**config.mk**
```make
export PLATFORM = sky130hd
export DESIGN_NAME = exp_bus_ctrl
export DESIGN_NICKNAME = d
export VERILOG_FILES = /design/src/exp_bus_pkg.sv /design/src/exp_bus_ctrl.sv
export SDC_FILE = /design/constraint.sdc
export NUM_CORES = 1
export LEC_CHECK = 0
export ABC_AREA = 1
export ABC_CLOCK_PERIOD_IN_PS = 4700
export BUFFER_PORTS_ARGS = -buffer_cell sky130_fd_sc_hd__buf_2
export CAP_MARGIN = 10
export CORE_AREA = 5 5 235 237
export CTS_BUF_LIST = sky130_fd_sc_hd__clkbuf_2
export DETAILED_ROUTE_END_ITERATION = 16
export DIE_AREA = 0 0 240 242
export GPL_TIMING_DRIVEN = 0
export PLACE_DENSITY = 0.67
export SYNTH_ARGS = -nofsm -noshare
export SYNTH_HDL_FRONTEND = slang
export SYNTH_SLANG_ARGS = --single-unit
```
**constraint.sdc**
```tcl
create_clock -name clk_sys_i -period 4.7 [get_ports clk_sys_i]
set_clock_uncertainty 0.15 [all_clocks]
set_input_delay 0.235 -clock clk_sys_i [delete_from_list [all_inputs] [get_ports clk_sys_i]]
set_output_delay 0.235 -clock clk_sys_i [all_outputs]
set_load 0.02 [all_outputs]
```
**src/exp_bus_pkg.sv**
```systemverilog
// package: constants and carriers for the expansion bus controller
package exp_bus_pkg;
  localparam int NUM_CS      = 8;
  localparam int ADDR_W      = 24;
  localparam int DATA_W      = 16;
  localparam int PHASE_W     = 4;
  localparam int HPI_CS_LO   = 4;
  localparam int MIN_WIN_LOG = 9;
  localparam int MAX_WIN_LOG = 24;
  // clock rate and ceiling of the expansion clock
  localparam int CLK_MHZ_X100     = 20000;
  localparam int EXP_MAX_MHZ_X100 = 6666;
  localparam int CLK_PERIOD_PS    = 100000000 / CLK_MHZ_X100;
  localparam int EXP_MIN_PERIOD_PS = 100000000 / EXP_MAX_MHZ_X100;
  localparam int EXP_DIV_CYCLES   = (EXP_MIN_PERIOD_PS + CLK_PERIOD_PS - 1) / CLK_PERIOD_PS;
  // cycle styles
  localparam logic STYLE_RDWR  = 1'b0;
  localparam logic STYLE_RWSTB = 1'b1;
  localparam logic [7:0] CS_N_IDLE = 8'hff;

  typedef enum logic [1:0] {
    CYC_PLAIN, CYC_HPI8, CYC_HPI16
  } cyc_kind_t;

  // per chip select configuration
  typedef struct packed {
    logic              enable;
    logic              style;
    logic              muxed;
    cyc_kind_t         kind;
    logic [4:0]        win_log;
    logic [ADDR_W-1:0] base;
    logic [PHASE_W-1:0] t_addr;
    logic [PHASE_W-1:0] t_setup;
    logic [PHASE_W-1:0] t_strobe;
    logic [PHASE_W-1:0] t_hold;
    logic [PHASE_W-1:0] t_recov;
  } cs_cfg_t;

  typedef struct packed {
    logic              valid;
    logic              write;
    logic [ADDR_W-1:0] addr;
    logic [DATA_W-1:0] wdata;
  } req_t;

  typedef struct packed {
    logic              done;
    logic              miss;
    logic [DATA_W-1:0] rdata;
  } rsp_t;

  typedef struct packed {
    logic [ADDR_W-1:0] addr;
    logic              addr_oe_n;
    logic [DATA_W-1:0] data;
    logic              data_oe_n;
    logic [NUM_CS-1:0] cs_n;
    logic              ale;
    logic              rd_n;
    logic              wr_n;
  } pins_t;
endpackage : exp_bus_pkg

```
**src/exp_bus_ctrl.sv**
```systemverilog
// expansion bus controller: five-phase strobed cycles on eight chip selects
// Function
// - 16-bit data, 24 address lines, eight selects, windows 512 B to 16 MB
// - each access runs five phases, twice for 8-bit host port cycles; lengths set per chip select
// - two strobe conventions selectable: rd/wr strobes or rw plus data strobe
// - per select, address and data either multiplexed or separate
// - selects 4 to 7 may run 8-bit or 16-bit dsp host port cycles
// - all phases paced from own clock; no peripheral clock sampled
// - address bus levels latched as straps at reset release
`timescale 1ns/1ps
`default_nettype none
module exp_bus_ctrl
  import exp_bus_pkg::*;
(
  // clock and reset
  input  wire logic                    clk_sys_i,
  input  wire logic                    rstn_i,
  // configuration
  input  wire exp_bus_pkg::cs_cfg_t    cs_cfg_i [exp_bus_pkg::NUM_CS],
  // request and answer
  input  wire exp_bus_pkg::req_t       req_i,
  output var  exp_bus_pkg::rsp_t       rsp_o,
  output logic                         busy_o,
  output logic [exp_bus_pkg::ADDR_W-1:0] strap_o,
  // bus pins
  input  wire logic [exp_bus_pkg::ADDR_W-1:0] addr_pin_i,
  input  wire logic [exp_bus_pkg::DATA_W-1:0] data_pin_i,
  output var  exp_bus_pkg::pins_t      pins_o
);
  import exp_bus_pkg::*;

  // refuse a clock ratio the phase counters cannot serve
  if (EXP_DIV_CYCLES < 1) begin : g_bad_ratio
    $error("bad clock ratio");
  end

  typedef enum logic [2:0] {
    ST_IDLE, ST_ADDR, ST_SETUP, ST_STROBE, ST_HOLD, ST_RECOV
  } phase_t;

  typedef struct packed {
    phase_t             phase;
    logic               busy;
    logic [PHASE_W-1:0] cnt;
    logic [2:0]         cs;
    logic               write;
    logic               half;
    logic [ADDR_W-1:0]  addr;
    logic [DATA_W-1:0]  wdata;
    logic [DATA_W-1:0]  rdata;
    logic               strapped;
    logic [1:0]         rst_seen;
    logic [ADDR_W-1:0]  strap;
    logic [ADDR_W-1:0]  a_s1;
    logic [ADDR_W-1:0]  a_s2;
    logic [DATA_W-1:0]  d_s1;
    logic [DATA_W-1:0]  d_s2;
    rsp_t               rsp;
    pins_t              pins;
  } state_t;

  state_t st;
  state_t next_st;
  logic [NUM_CS-1:0] hit;
  logic [2:0]        hit_idx;
  logic              hit_any;

  genvar g;
  generate
    for (g = 0; g < NUM_CS; g++) begin : g_dec
      logic [ADDR_W-1:0] mask;
      assign mask = (cs_cfg_i[g].win_log < 5'(MIN_WIN_LOG)) ? ~((ADDR_W)'(1 << MIN_WIN_LOG) - 1'b1)
                  : ~(ADDR_W'(1 << cs_cfg_i[g].win_log) - 1'b1);
      assign hit[g] = cs_cfg_i[g].enable
                    && ((req_i.addr & mask) == (cs_cfg_i[g].base & mask));
    end
  endgenerate

  // lowest hit wins, only one select
  always_comb begin
    hit_idx = 3'h0;
    hit_any = 1'b0;
    for (int i = NUM_CS - 1; i >= 0; i--) begin
      if (hit[i]) begin
        hit_idx = 3'(i);
        hit_any = 1'b1;
      end
    end
  end

  function automatic logic [PHASE_W-1:0] len_of(input cs_cfg_t c, input phase_t p);
    unique case (p)
      ST_ADDR:   len_of = c.t_addr;
      ST_SETUP:  len_of = c.t_setup;
      ST_STROBE: len_of = c.t_strobe;
      ST_HOLD:   len_of = c.t_hold;
      default:   len_of = c.t_recov;
    endcase
  endfunction

  always_comb begin
    cs_cfg_t c;
    logic    hpi;
    logic    strb;
    c       = cs_cfg_i[st.cs];
    next_st = st;
    hpi     = (st.cs >= 3'(HPI_CS_LO)) && (c.kind != CYC_PLAIN);
    strb    = 1'b0;
    // pins sampled through two flops of own clock
    next_st.a_s1 = addr_pin_i;
    next_st.a_s2 = st.a_s1;
    next_st.d_s1 = data_pin_i;
    next_st.d_s2 = st.d_s1;
    next_st.rst_seen = {st.rst_seen[0], 1'b1};
    if (!st.strapped && st.rst_seen[1]) begin
      next_st.strap    = st.a_s2;
      next_st.strapped = 1'b1;
    end
    next_st.rsp.done = 1'b0;
    next_st.rsp.miss = 1'b0;
    unique case (st.phase)
      ST_IDLE: begin
        if (req_i.valid && st.strapped) begin
          if (!hit_any) begin
            next_st.rsp.miss = 1'b1;
            next_st.rsp.done = 1'b1;
          end else begin
            next_st.cs    = hit_idx;
            next_st.write = req_i.write;
            next_st.addr  = req_i.addr;
            next_st.wdata = req_i.wdata;
            next_st.half  = 1'b0;
            next_st.phase = ST_ADDR;
            next_st.cnt   = cs_cfg_i[hit_idx].t_addr;
          end
        end
      end
      default: begin
        if (st.cnt != '0) begin
          next_st.cnt = st.cnt - 1'b1;
        end else begin
          unique case (st.phase)
            ST_ADDR:   next_st.phase = ST_SETUP;
            ST_SETUP:  next_st.phase = ST_STROBE;
            ST_STROBE: next_st.phase = ST_HOLD;
            ST_HOLD:   next_st.phase = ST_RECOV;
            default:   next_st.phase = ST_IDLE;
          endcase
          next_st.cnt = len_of(c, next_st.phase);
          if (st.phase == ST_STROBE && !st.write) begin
            // 8-bit host port assembles two bytes, high first
            if (hpi && c.kind == CYC_HPI8)
              next_st.rdata = st.half ? {st.rdata[15:8], st.d_s2[7:0]}
                                      : {st.d_s2[7:0], 8'h00};
            else
              next_st.rdata = st.d_s2;
          end
          if (st.phase == ST_RECOV) begin
            if (hpi && c.kind == CYC_HPI8 && !st.half) begin
              next_st.half  = 1'b1;
              next_st.phase = ST_ADDR;
              next_st.cnt   = c.t_addr;
            end else begin
              next_st.rsp.done  = 1'b1;
              next_st.rsp.rdata = next_st.rdata;
            end
          end
        end
      end
    endcase
    // pin drive
    strb = (next_st.phase == ST_STROBE);
    next_st.pins.cs_n = CS_N_IDLE;
    // one select active within an access only
    if (next_st.phase != ST_IDLE && next_st.phase != ST_ADDR)
      next_st.pins.cs_n[next_st.cs] = 1'b0;
    next_st.pins.addr      = next_st.addr;
    next_st.pins.addr_oe_n = (next_st.phase == ST_IDLE);
    // multiplexed: address on data lines in address phase
    if (cs_cfg_i[next_st.cs].muxed && next_st.phase == ST_ADDR) begin
      next_st.pins.data      = next_st.addr[DATA_W-1:0];
      next_st.pins.data_oe_n = 1'b0;
    end else begin
      next_st.pins.data = (cs_cfg_i[next_st.cs].kind == CYC_HPI8 && next_st.cs >= 3'(HPI_CS_LO))
                        ? (next_st.half ? {8'h00, next_st.wdata[7:0]}
                                        : {8'h00, next_st.wdata[15:8]})
                        : next_st.wdata;
      next_st.pins.data_oe_n = !(next_st.write && next_st.phase inside {ST_SETUP, ST_STROBE,
                                                                       ST_HOLD});
    end
    next_st.pins.ale = (next_st.phase == ST_ADDR);
    next_st.busy     = (next_st.phase != ST_IDLE);
    if (cs_cfg_i[next_st.cs].style == STYLE_RDWR) begin
      next_st.pins.rd_n = !(strb && !next_st.write);
      next_st.pins.wr_n = !(strb && next_st.write);
    end else begin
      next_st.pins.rd_n = !(next_st.phase != ST_IDLE && !next_st.write);
      next_st.pins.wr_n = !strb;
    end
    if (!rstn_i) begin
      next_st          = '0;
      next_st.phase    = ST_IDLE;
      next_st.pins.cs_n      = CS_N_IDLE;
      next_st.pins.addr_oe_n = 1'b1;
      next_st.pins.data_oe_n = 1'b1;
      next_st.pins.rd_n      = 1'b1;
      next_st.pins.wr_n      = 1'b1;
    end
  end

  always_ff @(posedge clk_sys_i) begin
    st <= next_st;
  end

  assign rsp_o   = st.rsp;
  assign busy_o  = st.busy;
  assign strap_o = st.strap;
  assign pins_o  = st.pins;
endmodule : exp_bus_ctrl
`default_nettype wire

```
=== Yosys cells after proc, flatten, opt, wreduce, memory -nomap -nowiden ===
Cells that the tools add are included.

* Bits in registers: 223
* Bits in latches: 0
* Bits in writable memories: 0
* Bits in read-only memories: 0
* Input port bits: 516
* Output and inout port bits: 96
* Logic and storage cells: 236
* Memories kept: 0

* $add $sub $neg: 9
* Multiply operators: 0
* Divide/modulo/power cells: 0
* $lt $le $gt $ge: 15
* Eq/ne operators: 26
* Shifts and indexed selects: 8
* Mux-type cells: 78
* Bitwise operators: 31
* Reduce and logical (&&, ||, !) cells: 42

{| class="wikitable"
|+ Operators with widths
! operator !! number
|-
| binary-select mux 54 bit (select 3 bit) || 3
|-
| AND 24 bit || 16
|-
| two-way mux 24 bit || 9
|-
| == test 24 bit || 8
|-
| NOT 24 bit || 8
|-
| left shift 1 x 5 -> 24 bit (first input constant) || 8
|-
| subtractor 24 x 1 -> 24 bit (second input constant) || 8
|-
| two-way mux 176 bit || 1
|-
| two-way mux 16 bit || 8
|-
| two-way mux 53 bit || 2
|-
| two-way mux 51 bit || 2
|-
| two-way mux 49 bit || 2
|-
| two-way mux 3 bit || 16
|-
| less-than comparator 5 x 4 -> 1 bit (second input constant) || 8
|-
| two-way mux 20 bit || 2
|-
| two-way mux 40 bit || 1
|-
| logical AND 1 bit || 22
|-
| two-way mux 4 bit || 5
|-
| == test 3 x 2 -> 1 bit (second input constant) || 6
|-
| two-way mux 1 bit || 18
|-
| two-way mux 17 bit || 1
|-
| two-way mux 8 bit || 2
|-
| one-hot mux 4 bit (4 select lines) || 1
|-
| == test 3 bit (second input constant) || 4
|-
| other kinds (23) || 48
|}

=== Depth between registers and ports, before layout ===
Gate-level depths: netlist (run 1).

* Depth in word-level cells: 31
* Mapped depth: 33
* Depth with buffers taken out: 32

=== Worst setup path after synthesis (run 1) ===
No wires, ideal clock.

* Path kind: input to register
* From: input port cs_cfg_i[261] in the netlist's numbering
* To: register st, in the netlist pins_o[18]
* Data arrival time: 3.334 ns
* Path slack: 1.103 ns
* Cell stages on the path: 29
* Path buffers: 2
* Cells stage by stage: buf_2 nor2_1 nand2_1 nor2_1 nand2_1 ha_1 nand2_1 inv_1 nor3_4 nand3_1 nand2_1 nor2_1 nand2_1 nor2_1 nand4_1 nand2_1 nor2_4 inv_1 nor2_4 nand2_1 nand2_2 inv_2 nor2_2 nand3_2 buf_2 nand3_1 nand2_1 nor2_1 nor2_1

* Cells in the longest elaborated chain, start to end: 22

{| class="wikitable"
|+ Ends and longest elaborated chain
! element !! RTL line !! text
|-
| from (decl) || exp_bus_ctrl.sv:19 || <nowiki>input wire exp_bus_pkg::cs_cfg_t cs_cfg_i [exp_bus_pkg::NUM_CS],</nowiki>
|-
| left shift 1 x 5 -> 24 bit || exp_bus_ctrl.sv:73 || <nowiki>: ~(ADDR_W'(1 << cs_cfg_i[g].win_log) - 1'b1);</nowiki>
|-
| subtractor 24 x 1 -> 24 bit || exp_bus_ctrl.sv:73 ||
|-
| NOT 24 bit || exp_bus_ctrl.sv:73 ||
|-
| two-way mux 24 bit * || exp_bus_ctrl.sv:72 || <nowiki>assign mask = (cs_cfg_i[g].win_log < 5'(MIN_WIN_LOG)) ? ~((ADDR_W)'(1 << MIN_WIN_LOG) - 1'b1)</nowiki>
|-
| AND 24 bit || exp_bus_ctrl.sv:75 || <nowiki>&& ((req_i.addr & mask) == (cs_cfg_i[g].base & mask));</nowiki>
|-
| == test 24 bit * || exp_bus_ctrl.sv:75 ||
|-
| logical AND 1 bit * || exp_bus_ctrl.sv:75 ||
|-
| two-way mux 3 bit / two-way mux 1 bit (equally long branches) (4 in series) || exp_bus_ctrl.sv:84 || <nowiki>if (hit[i]) begin</nowiki>
|-
| [2 not listed] || -- ||
|-
| two-way mux 4 bit || exp_bus_ctrl.sv:121 || <nowiki>unique case (st.phase)</nowiki>
|-
| NOT 3 -> 4 bit (not written as such) || exp_bus_ctrl.sv:180, exp_bus_ctrl.sv:184 ||
|-
| binary-select mux 54 bit (select 3 bit) || exp_bus_ctrl.sv:180, exp_bus_ctrl.sv:184 ||
|-
| two-way mux 53 bit (2 in series) || -- ||
|-
| == test 2 x 1 -> 1 bit || exp_bus_ctrl.sv:184 || <nowiki>next_st.pins.data = (cs_cfg_i[next_st.cs].kind == CYC_HPI8 && next_st.cs >= 3'(HPI_CS_LO))</nowiki>
|-
| logical AND 1 bit || exp_bus_ctrl.sv:184 ||
|-
| two-way mux 16 bit || exp_bus_ctrl.sv:185 || <nowiki>? (next_st.half ? {8'h00, next_st.wdata[7:0]}</nowiki>
|-
| two-way mux 17 bit * || exp_bus_ctrl.sv:180 || <nowiki>if (cs_cfg_i[next_st.cs].muxed && next_st.phase == ST_ADDR) begin</nowiki>
|-
| to (signal assigned) || exp_bus_ctrl.sv:212 || <nowiki>st <= next_st;</nowiki>
|-
| to (decl) || exp_bus_ctrl.sv:62 || <nowiki>state_t st;</nowiki>
|}

Mark *: on every way between the ends. The rest lies on a longest branch, timed or not. The select of a mux whose other input is x is not followed.
A chain may end at the register's enable or synchronous reset.

=== Worst setup path in the final report (run 1) ===
* From: register st[236] in the netlist's numbering
* To: register st[241] in the netlist's numbering

* Cells in the longest elaborated chain, start to end: 12

{| class="wikitable"
|+ Ends and longest elaborated chain
! element !! RTL line !! text
|-
| NOT 3 -> 4 bit (not written as such) || exp_bus_ctrl.sv:105 || <nowiki>c = cs_cfg_i[st.cs];</nowiki>
|-
| binary-select mux 54 bit (select 3 bit) || exp_bus_ctrl.sv:105 ||
|-
| two-way mux 51 bit (not written as such) (2 in series) || exp_bus_ctrl.sv:105 ||
|-
| nonzero test 2 bit || exp_bus_ctrl.sv:107 || <nowiki>hpi = (st.cs >= 3'(HPI_CS_LO)) && (c.kind != CYC_PLAIN);</nowiki>
|-
| logical AND 1 bit || exp_bus_ctrl.sv:107 ||
|-
| logical AND 1 bit (2 in series) || exp_bus_ctrl.sv:159 || <nowiki>if (hpi && c.kind == CYC_HPI8 && !st.half) begin</nowiki>
|-
| two-way mux 4 bit || exp_bus_ctrl.sv:159 ||
|-
| two-way mux 4 bit * || exp_bus_ctrl.sv:158 || <nowiki>if (st.phase == ST_RECOV) begin</nowiki>
|-
| two-way mux 4 bit * || exp_bus_ctrl.sv:139 || <nowiki>if (st.cnt != '0) begin</nowiki>
|-
| two-way mux 4 bit * || exp_bus_ctrl.sv:121 ||
|}

Marked as above.

==> reports/metrics.csv, run 1 <==
metric,value,unit
outcome,completed,
num_rows,85,
track_usage,0.2814,
cp_slowest_cell,dlygate4sd3_1,
globalRoute.totalOverflow,0,
io_pins,612,
ys_types,58,
cp_cell_sequence,clkbuf_1 > clkbuf_2 > buf_1 > o21ai_0 > o22ai_1 > dlygate4sd3_1 > nand2_1 > nand3_1 > dlygate4sd3_1 > nand3_1 > a221oi_1 > dlygate4sd3_1 > a21oi_1 > a21oi_1,
crit_path_end_kind,flop,
syn_area,0.01823,mm^2
drc,0,
clk_latency,0.93,ns
nNetsFinal,4286,
via_count,23500,
cts_buffer_depth,3,
final_hold_viol_count,0,
ys.flop_type,dfxtp_1,
final_cells,4519,
firstDrtPassIters,6,
ir_drop,0.0001331,V
clock-root-buffer,clkbuf_2,
leakage,12.85,nW
place_hpwl,68.34,mm
synth_edf_count,0,
tns,0,ns
cts_tree,yes,
drv_slew,0,
slowest_delay,0.59,ns
path_class,reg2reg,
powerDensity,196.3,mW/mm^2
async_flop_share,0,
clk_pin_slew,0.11,ns
drive_above_1_share,0.2350,
pwr-share-clk,0.285,
yosysSeqAreaShare,0.2448,
numClockSinks,223,
post-route-period-util,0.9528,
areaGrowthSynthToFinish,32.26,%
wl,87.62,mm
hold_ws,0.06510,ns
cts_buffers,57,
syn_inst,3005,
portBuffers,535,
worst_path_most_repeated_cell,dlygate4sd3_1,
die_y,242,um
die_area,0.05808,mm^2
core,0.05307,mm^2
avgSynthCellArea,6.068,um^2
hold_class,in2reg,
p_seq_frac,0.415,
worstPathMaxFanout,10,
start_util,0.3436,
vias_per_cell,5.200,
required,5.35,ns
switching_share,0.3593,
tightest_slew,1.277,ns
startpoint_type,flop,
syn_nets,3530,
fp.dieW,240,um
ant_nets,0,
gp_congestion,1.001,
grt_max_degree,17,
synth_warnings,0,
slew_headroom,0.1484,
synth_seq_cells,223,
finalCriticalPeriod,4.478,ns
power.switching,0.001701,W
antenna_found_initial,16,
p_int,0.003033,W
grt_pass1_wl,128.7,mm
dp_cells,4236,
share_comb_of_total_power,0.300,
h-tree-depth,2,
setup_viol,0,
fmax,223.3,MHz
drt_iter0_markers,1952,
arrival,5.13,ns
cap_violations,0,
detail_route.wl_per_cell,19.39,um
grt_pass1_vias,22310,
==> cell usage after synthesis (3+ instances only) <==
master     instances  area (um^2)
a211oi_1           4        30.03
a21oi_1           54        270.3
a21oi_2            3        26.28
a221oi_1           3        26.28
a22oi_1           11        82.58
a31oi_1            8        50.05
a41oi_1            8        70.07
buf_1             18        67.56
buf_2             32        160.2
buf_4            103        773.2
buf_6              3        33.78
clkbuf_1          77        289.0
clkinv_1          10        37.54
dfxtp_1          223         4464
ha_1               9        112.6
inv_1            306         1149
inv_2             23        86.33
mux2i_1           12        120.1
nand2_1          613         2301
nand2_2           16        100.1
nand3_1          321         1607
nand3_2            6        60.06
nand3b_1          35        262.8
nand4_1           83        519.3
nor2_1           465         1745
nor2_2            26        162.7
nor2_4            11        123.9
nor3_1            33        165.2
nor3b_1            4        30.03
o2111ai_1          4        35.03
o211ai_1          28        210.2
o21a_1             9        67.56
o21ai_0          208         1041
o21ai_1           19        95.09
o21bai_1           5        37.54
o221ai_1          24        210.2
o22ai_1           16        100.1
o41ai_1            3        26.28
or2_2             15        93.84
xnor2_1           13        113.9
xor2_1           120         1051
==> area by class of cell <==
| class | instances | area [um^2] |
|---|---|---|
| sequential | 223 | 4464 |
| multi-input combinational | 2210 | 11290 |
| clock inverter | 23 | 126.4 |
| clock buffer | 80 | 400.4 |
| timing repair buffer | 700 | 4324 |
| inverter | 339 | 1276 |
| fill | 5666 | 28950 |
| tap | 696 | 870.8 |
| buffer | 230 | 1319 |
| antenna | 18 | 45.04 |
==> critical path: cells and delay by family, from the launching register on <==
family                 cells  cell delay, ns
AND/OR/NAND/NOR            3            0.26
buffers and inverters      6            2.79
flip-flops                 1            0.32
AO/OA/AOI/OAI              5            0.83
==> metal layers <==
metal,track usage,share of wire
met1,0.3255,0.37
met2,0.4806,0.47
met3,0.05624,0.086
met4,0.1617,0.067
met5,0,0
==> layout by cell type (no fill, tap or decap), types with 9 or more instances in the layout <==
cell type and n:
clkbuf_2 84, ha_1 9, clkinv_1 26, o21a_1 9
nand2_1 609, nor3_1 30, nand3b_1 35, nand3_1 320
nand2_2 17, buf_4 107, o21ai_0 207, clkbuf_1 71
xor2_1 120, o211ai_1 28, o221ai_1 24, or2_2 15
dfxtp_1 223, o22ai_1 16, nor2_1 458, xnor2_1 13
diode_2 18, inv_2 23, nand4_1 83, buf_1 16
o21ai_1 20, nor2_4 15, inv_1 306, nor2_2 29
buf_2 568, mux2i_1 12, a21oi_1 54, a22oi_1 11
dlygate4sd3_1 160
==> state kept, by name, summed over array words and instances (netlist names), named ones only <==
name     cells
st         127
busy_o       1
strap_o     24
pins_o      45
rsp_o       18
==> path summary, 6_finish.rpt <==
check,start,endpoint,slack [ns],depth (start not counted)
worst max-delay path,st[236],st[241],0.22,14
worst min-delay path,req_i[9],st[203],0.07,4
worst max register to register,st[236],st[241],0.22,14
worst min register to register,st[92],st[76],0.18,2
==> timing repair <==
| item | 4_1_cts | 5_1_grt |
|---|---|---|
| hold buffers | 159 | 1 |
| setup buffers | 0 | 4 |
| gates resized for setup | 0 | 40 |
| hold endpoints to repair | 108 | 1 |
| endpoints found under the setup margin | 0 | 23 |
==> power groups by stage <==
stage                     logic, W  registers (W)  clock network, W
final                      0.00142        0.00197           0.00135
after CTS                  0.00137        0.00197           0.00138
after global routing       0.00155        0.00197           0.00148
after global placement     0.00127        0.00201                 0
after detailed placement   0.00126        0.00201                 0
after floorplan           0.000750        0.00200                 0
==> stage by stage <==
stage	power, W	setup slack, ns	cell area, um^2	utilization
floorplan	0.002752	1.103	18240	-
global placement	0.003275	-0.1210	21780	0.4105
detailed placement	0.003271	-0.07619	21780	0.4105
CTS	0.004719	0.02389	23900	0.4504
global route	0.004998	-0.01118	24100	0.4542
finish	0.004734	0.2217	24120	0.4545
==> cell families after synthesis <==
group                    share of synthesized area
XOR/XNOR                                   0.06388
AO/OA/AOI/OAI                               0.1360
buffers and inverters                       0.1424
multiplexers                              0.006587
flip-flops                                  0.2448
adder cells (fa/ha/maj)                   0.006175
AND/OR/NAND/NOR                             0.4002
Note: power is estimated with default switching activity, not from simulation.
==> inputs of run 2 (changes only) <==
- MAX_ROUTING_LAYER: unset -> met4
==> run 2 against run 1 <==
Register-to-register slack about the same. Setup slack lost 0.030 ns. Cell area barely moved. Count of clock-buffer cells in the layout is 3 lower. Worst hold slack better by 0.034 ns. Die area unchanged. Largest cell class unchanged. Largest power group unchanged. Highest routed layer unchanged.
==> reports/metrics.csv, run 2 (synthesis gave the netlist of run 1 again) <==
metric,value,unit
areaGrowthSynthToFinish,32.28,%
numClockSinks,223,
grt_pass1_vias,22640,
final_cell_mix,"nand2_1, buf_2, nor2_1",
ir_drop,0.0001375,V
p_seq_frac,0.417,
clk_latency,0.87,ns
drive_above_1_share,0.2331,
h-tree-depth,2,
setup_viol,0,
pwr-share-clk,0.281,
via_count,23200,
r2r_end,st[241],
worst_path_most_repeated_cell,nand2_1,
track_usage,0.2902,
switching_share,0.3602,
nNetsFinal,4289,
vias_per_cell,5.135,
die_area,0.05808,mm^2
required,5.29,ns
use_met3,0.05168,
p_int,0.003017,W
startpoint_type,input port,
ant_nets,0,
grt_pass1_wl,128.7,mm
dp_cells,4236,
final_common_cell,nand2_1,
final_hold_viol_count,0,
core,0.05307,mm^2
portBuffers,535,
firstDrtPassIters,6,
place_hpwl,68.79,mm
r2r_slack,0.23,ns
cts_buffer_depth,3,
worstPathMaxFanout,9,
clock-root-buffer,clkbuf_2,
grtUsageMet2,0.4808,
reg2reg_from,st[236],
io_pins,612,
drc,0,
whs_path_depth,9,
stdcell_area,0.02412,mm^2
num_rows,85,
cap_violations,0,
post-route-util,0.4545,
place_area,0.02178,mm^2
globalRoute.totalOverflow,0,
post-route-period-util,0.9593,
share_comb_of_total_power,0.302,
wl,88.12,mm
antenna_found_initial,15,
regMostFlops,st,
finalCriticalPeriod,4.509,ns
slew_headroom,0.1239,
drv_slew,0,
total_power,0.004715,W
leakage,12.84,nW
start_util,0.3436,
grt_max_degree,17,
power.switching,0.001698,W
fp.dieW,240,um
path_class,in2reg,
hold_ws,0.09923,ns
cts_buffers,57,
die_y,242,um
powerDensity,195.5,mW/mm^2
drt_iter0_markers,1701,
largest_register_ff_count,127,
slowest_delay,0.85,ns
cp_slowest_cell,buf_1,
min_from,cs_cfg_i[212],
cts_tree,yes,
cp_cell_sequence,dlygate4sd3_1 > buf_1 > xor2_1 > nand2_1 > nand2_1 > inv_1 > nand3_1 > nor2_1 > nand4_1 > nand2_1 > nor2_4 > nand2_2 > nand2_4 > nand2_2 > nand2_2 > o21ai_1 > dlygate4sd3_1 > nand3_4 > nand3_1 > dlygate4sd3_1 > nand2_1 > nor2_1 > nor2_1,
grt.busiest_layer,met2,
arrival,5.09,ns
reg2reg_depth,14,
detail_route.wl_per_cell,19.50,um
hold_class,in2reg,
tightest_slew,1.314,ns
gp_congestion,0.9992,
clk_pin_slew,0.10,ns
final_cells,4518,
outcome,completed,
met1_usage,0.3245,
crit_path_end_kind,flop,
timing.hold.worst_endpoint,pins_o[14],
fmax,221.8,MHz
[run 2: layout make-up]
class | instances | area, um^2
well taps | 696 | 870.8
clock inverters | 24 | 130.1
inverters | 339 | 1276
multi-input cells | 2210 | 11270
clock buffers | 77 | 385.4
diodes | 16 | 40.04
plain buffers | 230 | 1316
repair buffers | 703 | 4369
fillers | 5680 | 28950
flip-flops and latches | 223 | 4464
[run 2: layer usage]
layer  part of all wire  wire (um)
met3              0.079       6959
met2               0.47      41460
met4              0.071       6253
met5                  0          0
met1               0.38      33440
[run 2: timing repair]
| item | CTS | global route |
|---|---|---|
| hold buffers | 163 | 1 |
| endpoints found under the setup margin | 0 | 21 |
| endpoints found under the hold margin | 109 | 2 |
| buffers inserted | 0 | 3 |
| gates resized for setup | 0 | 32 |
[run 2: worst max path at each step]
stage	slack, ns	start	depth (start not counted)	end
after floorplan	1.10	cs_cfg_i[261]	29	pins_o[18]
after global placement	-0.14	cs_cfg_i[261]	29	pins_o[19]
after detailed placement	-0.14	cs_cfg_i[261]	29	pins_o[19]
after CTS	0.03	cs_cfg_i[153]	31	st[241]
after global routing	-0.02	cs_cfg_i[153]	30	pins_o[15]
final	0.19	req_i[35]	23	pins_o[15]
[run 2: stage by stage]
stage / setup slack, ns / setup TNS [ns]
finish: 0.1913 / 0
global route: -0.02479 / -0.02479
CTS: 0.03445 / 0
detailed placement: -0.1394 / -0.8655
global placement: -0.1437 / -0.8621
floorplan: 1.103 / 0
[run 2: worst max-delay path, delay by kind of cell]
family | cells | cell delay [ns]
AO/OA/AOI/OAI | 1 | 0.11
AND/OR/NAND/NOR | 16 | 1.93
buffers and inverters | 5 | 2.59
XOR/XNOR | 1 | 0.21
[run 2: power by group through the flow]
stage / Combinational [W] / Clock (W) / Sequential, W
2_1_floorplan: 0.000750 / 0 / 0.00200
3_3_place_gp: 0.00127 / 0 / 0.00201
3_5_place_dp: 0.00126 / 0 / 0.00201
4_1_cts: 0.00138 / 0.00136 / 0.00197
5_1_grt: 0.00155 / 0.00146 / 0.00197
6_report: 0.00142 / 0.00133 / 0.00197
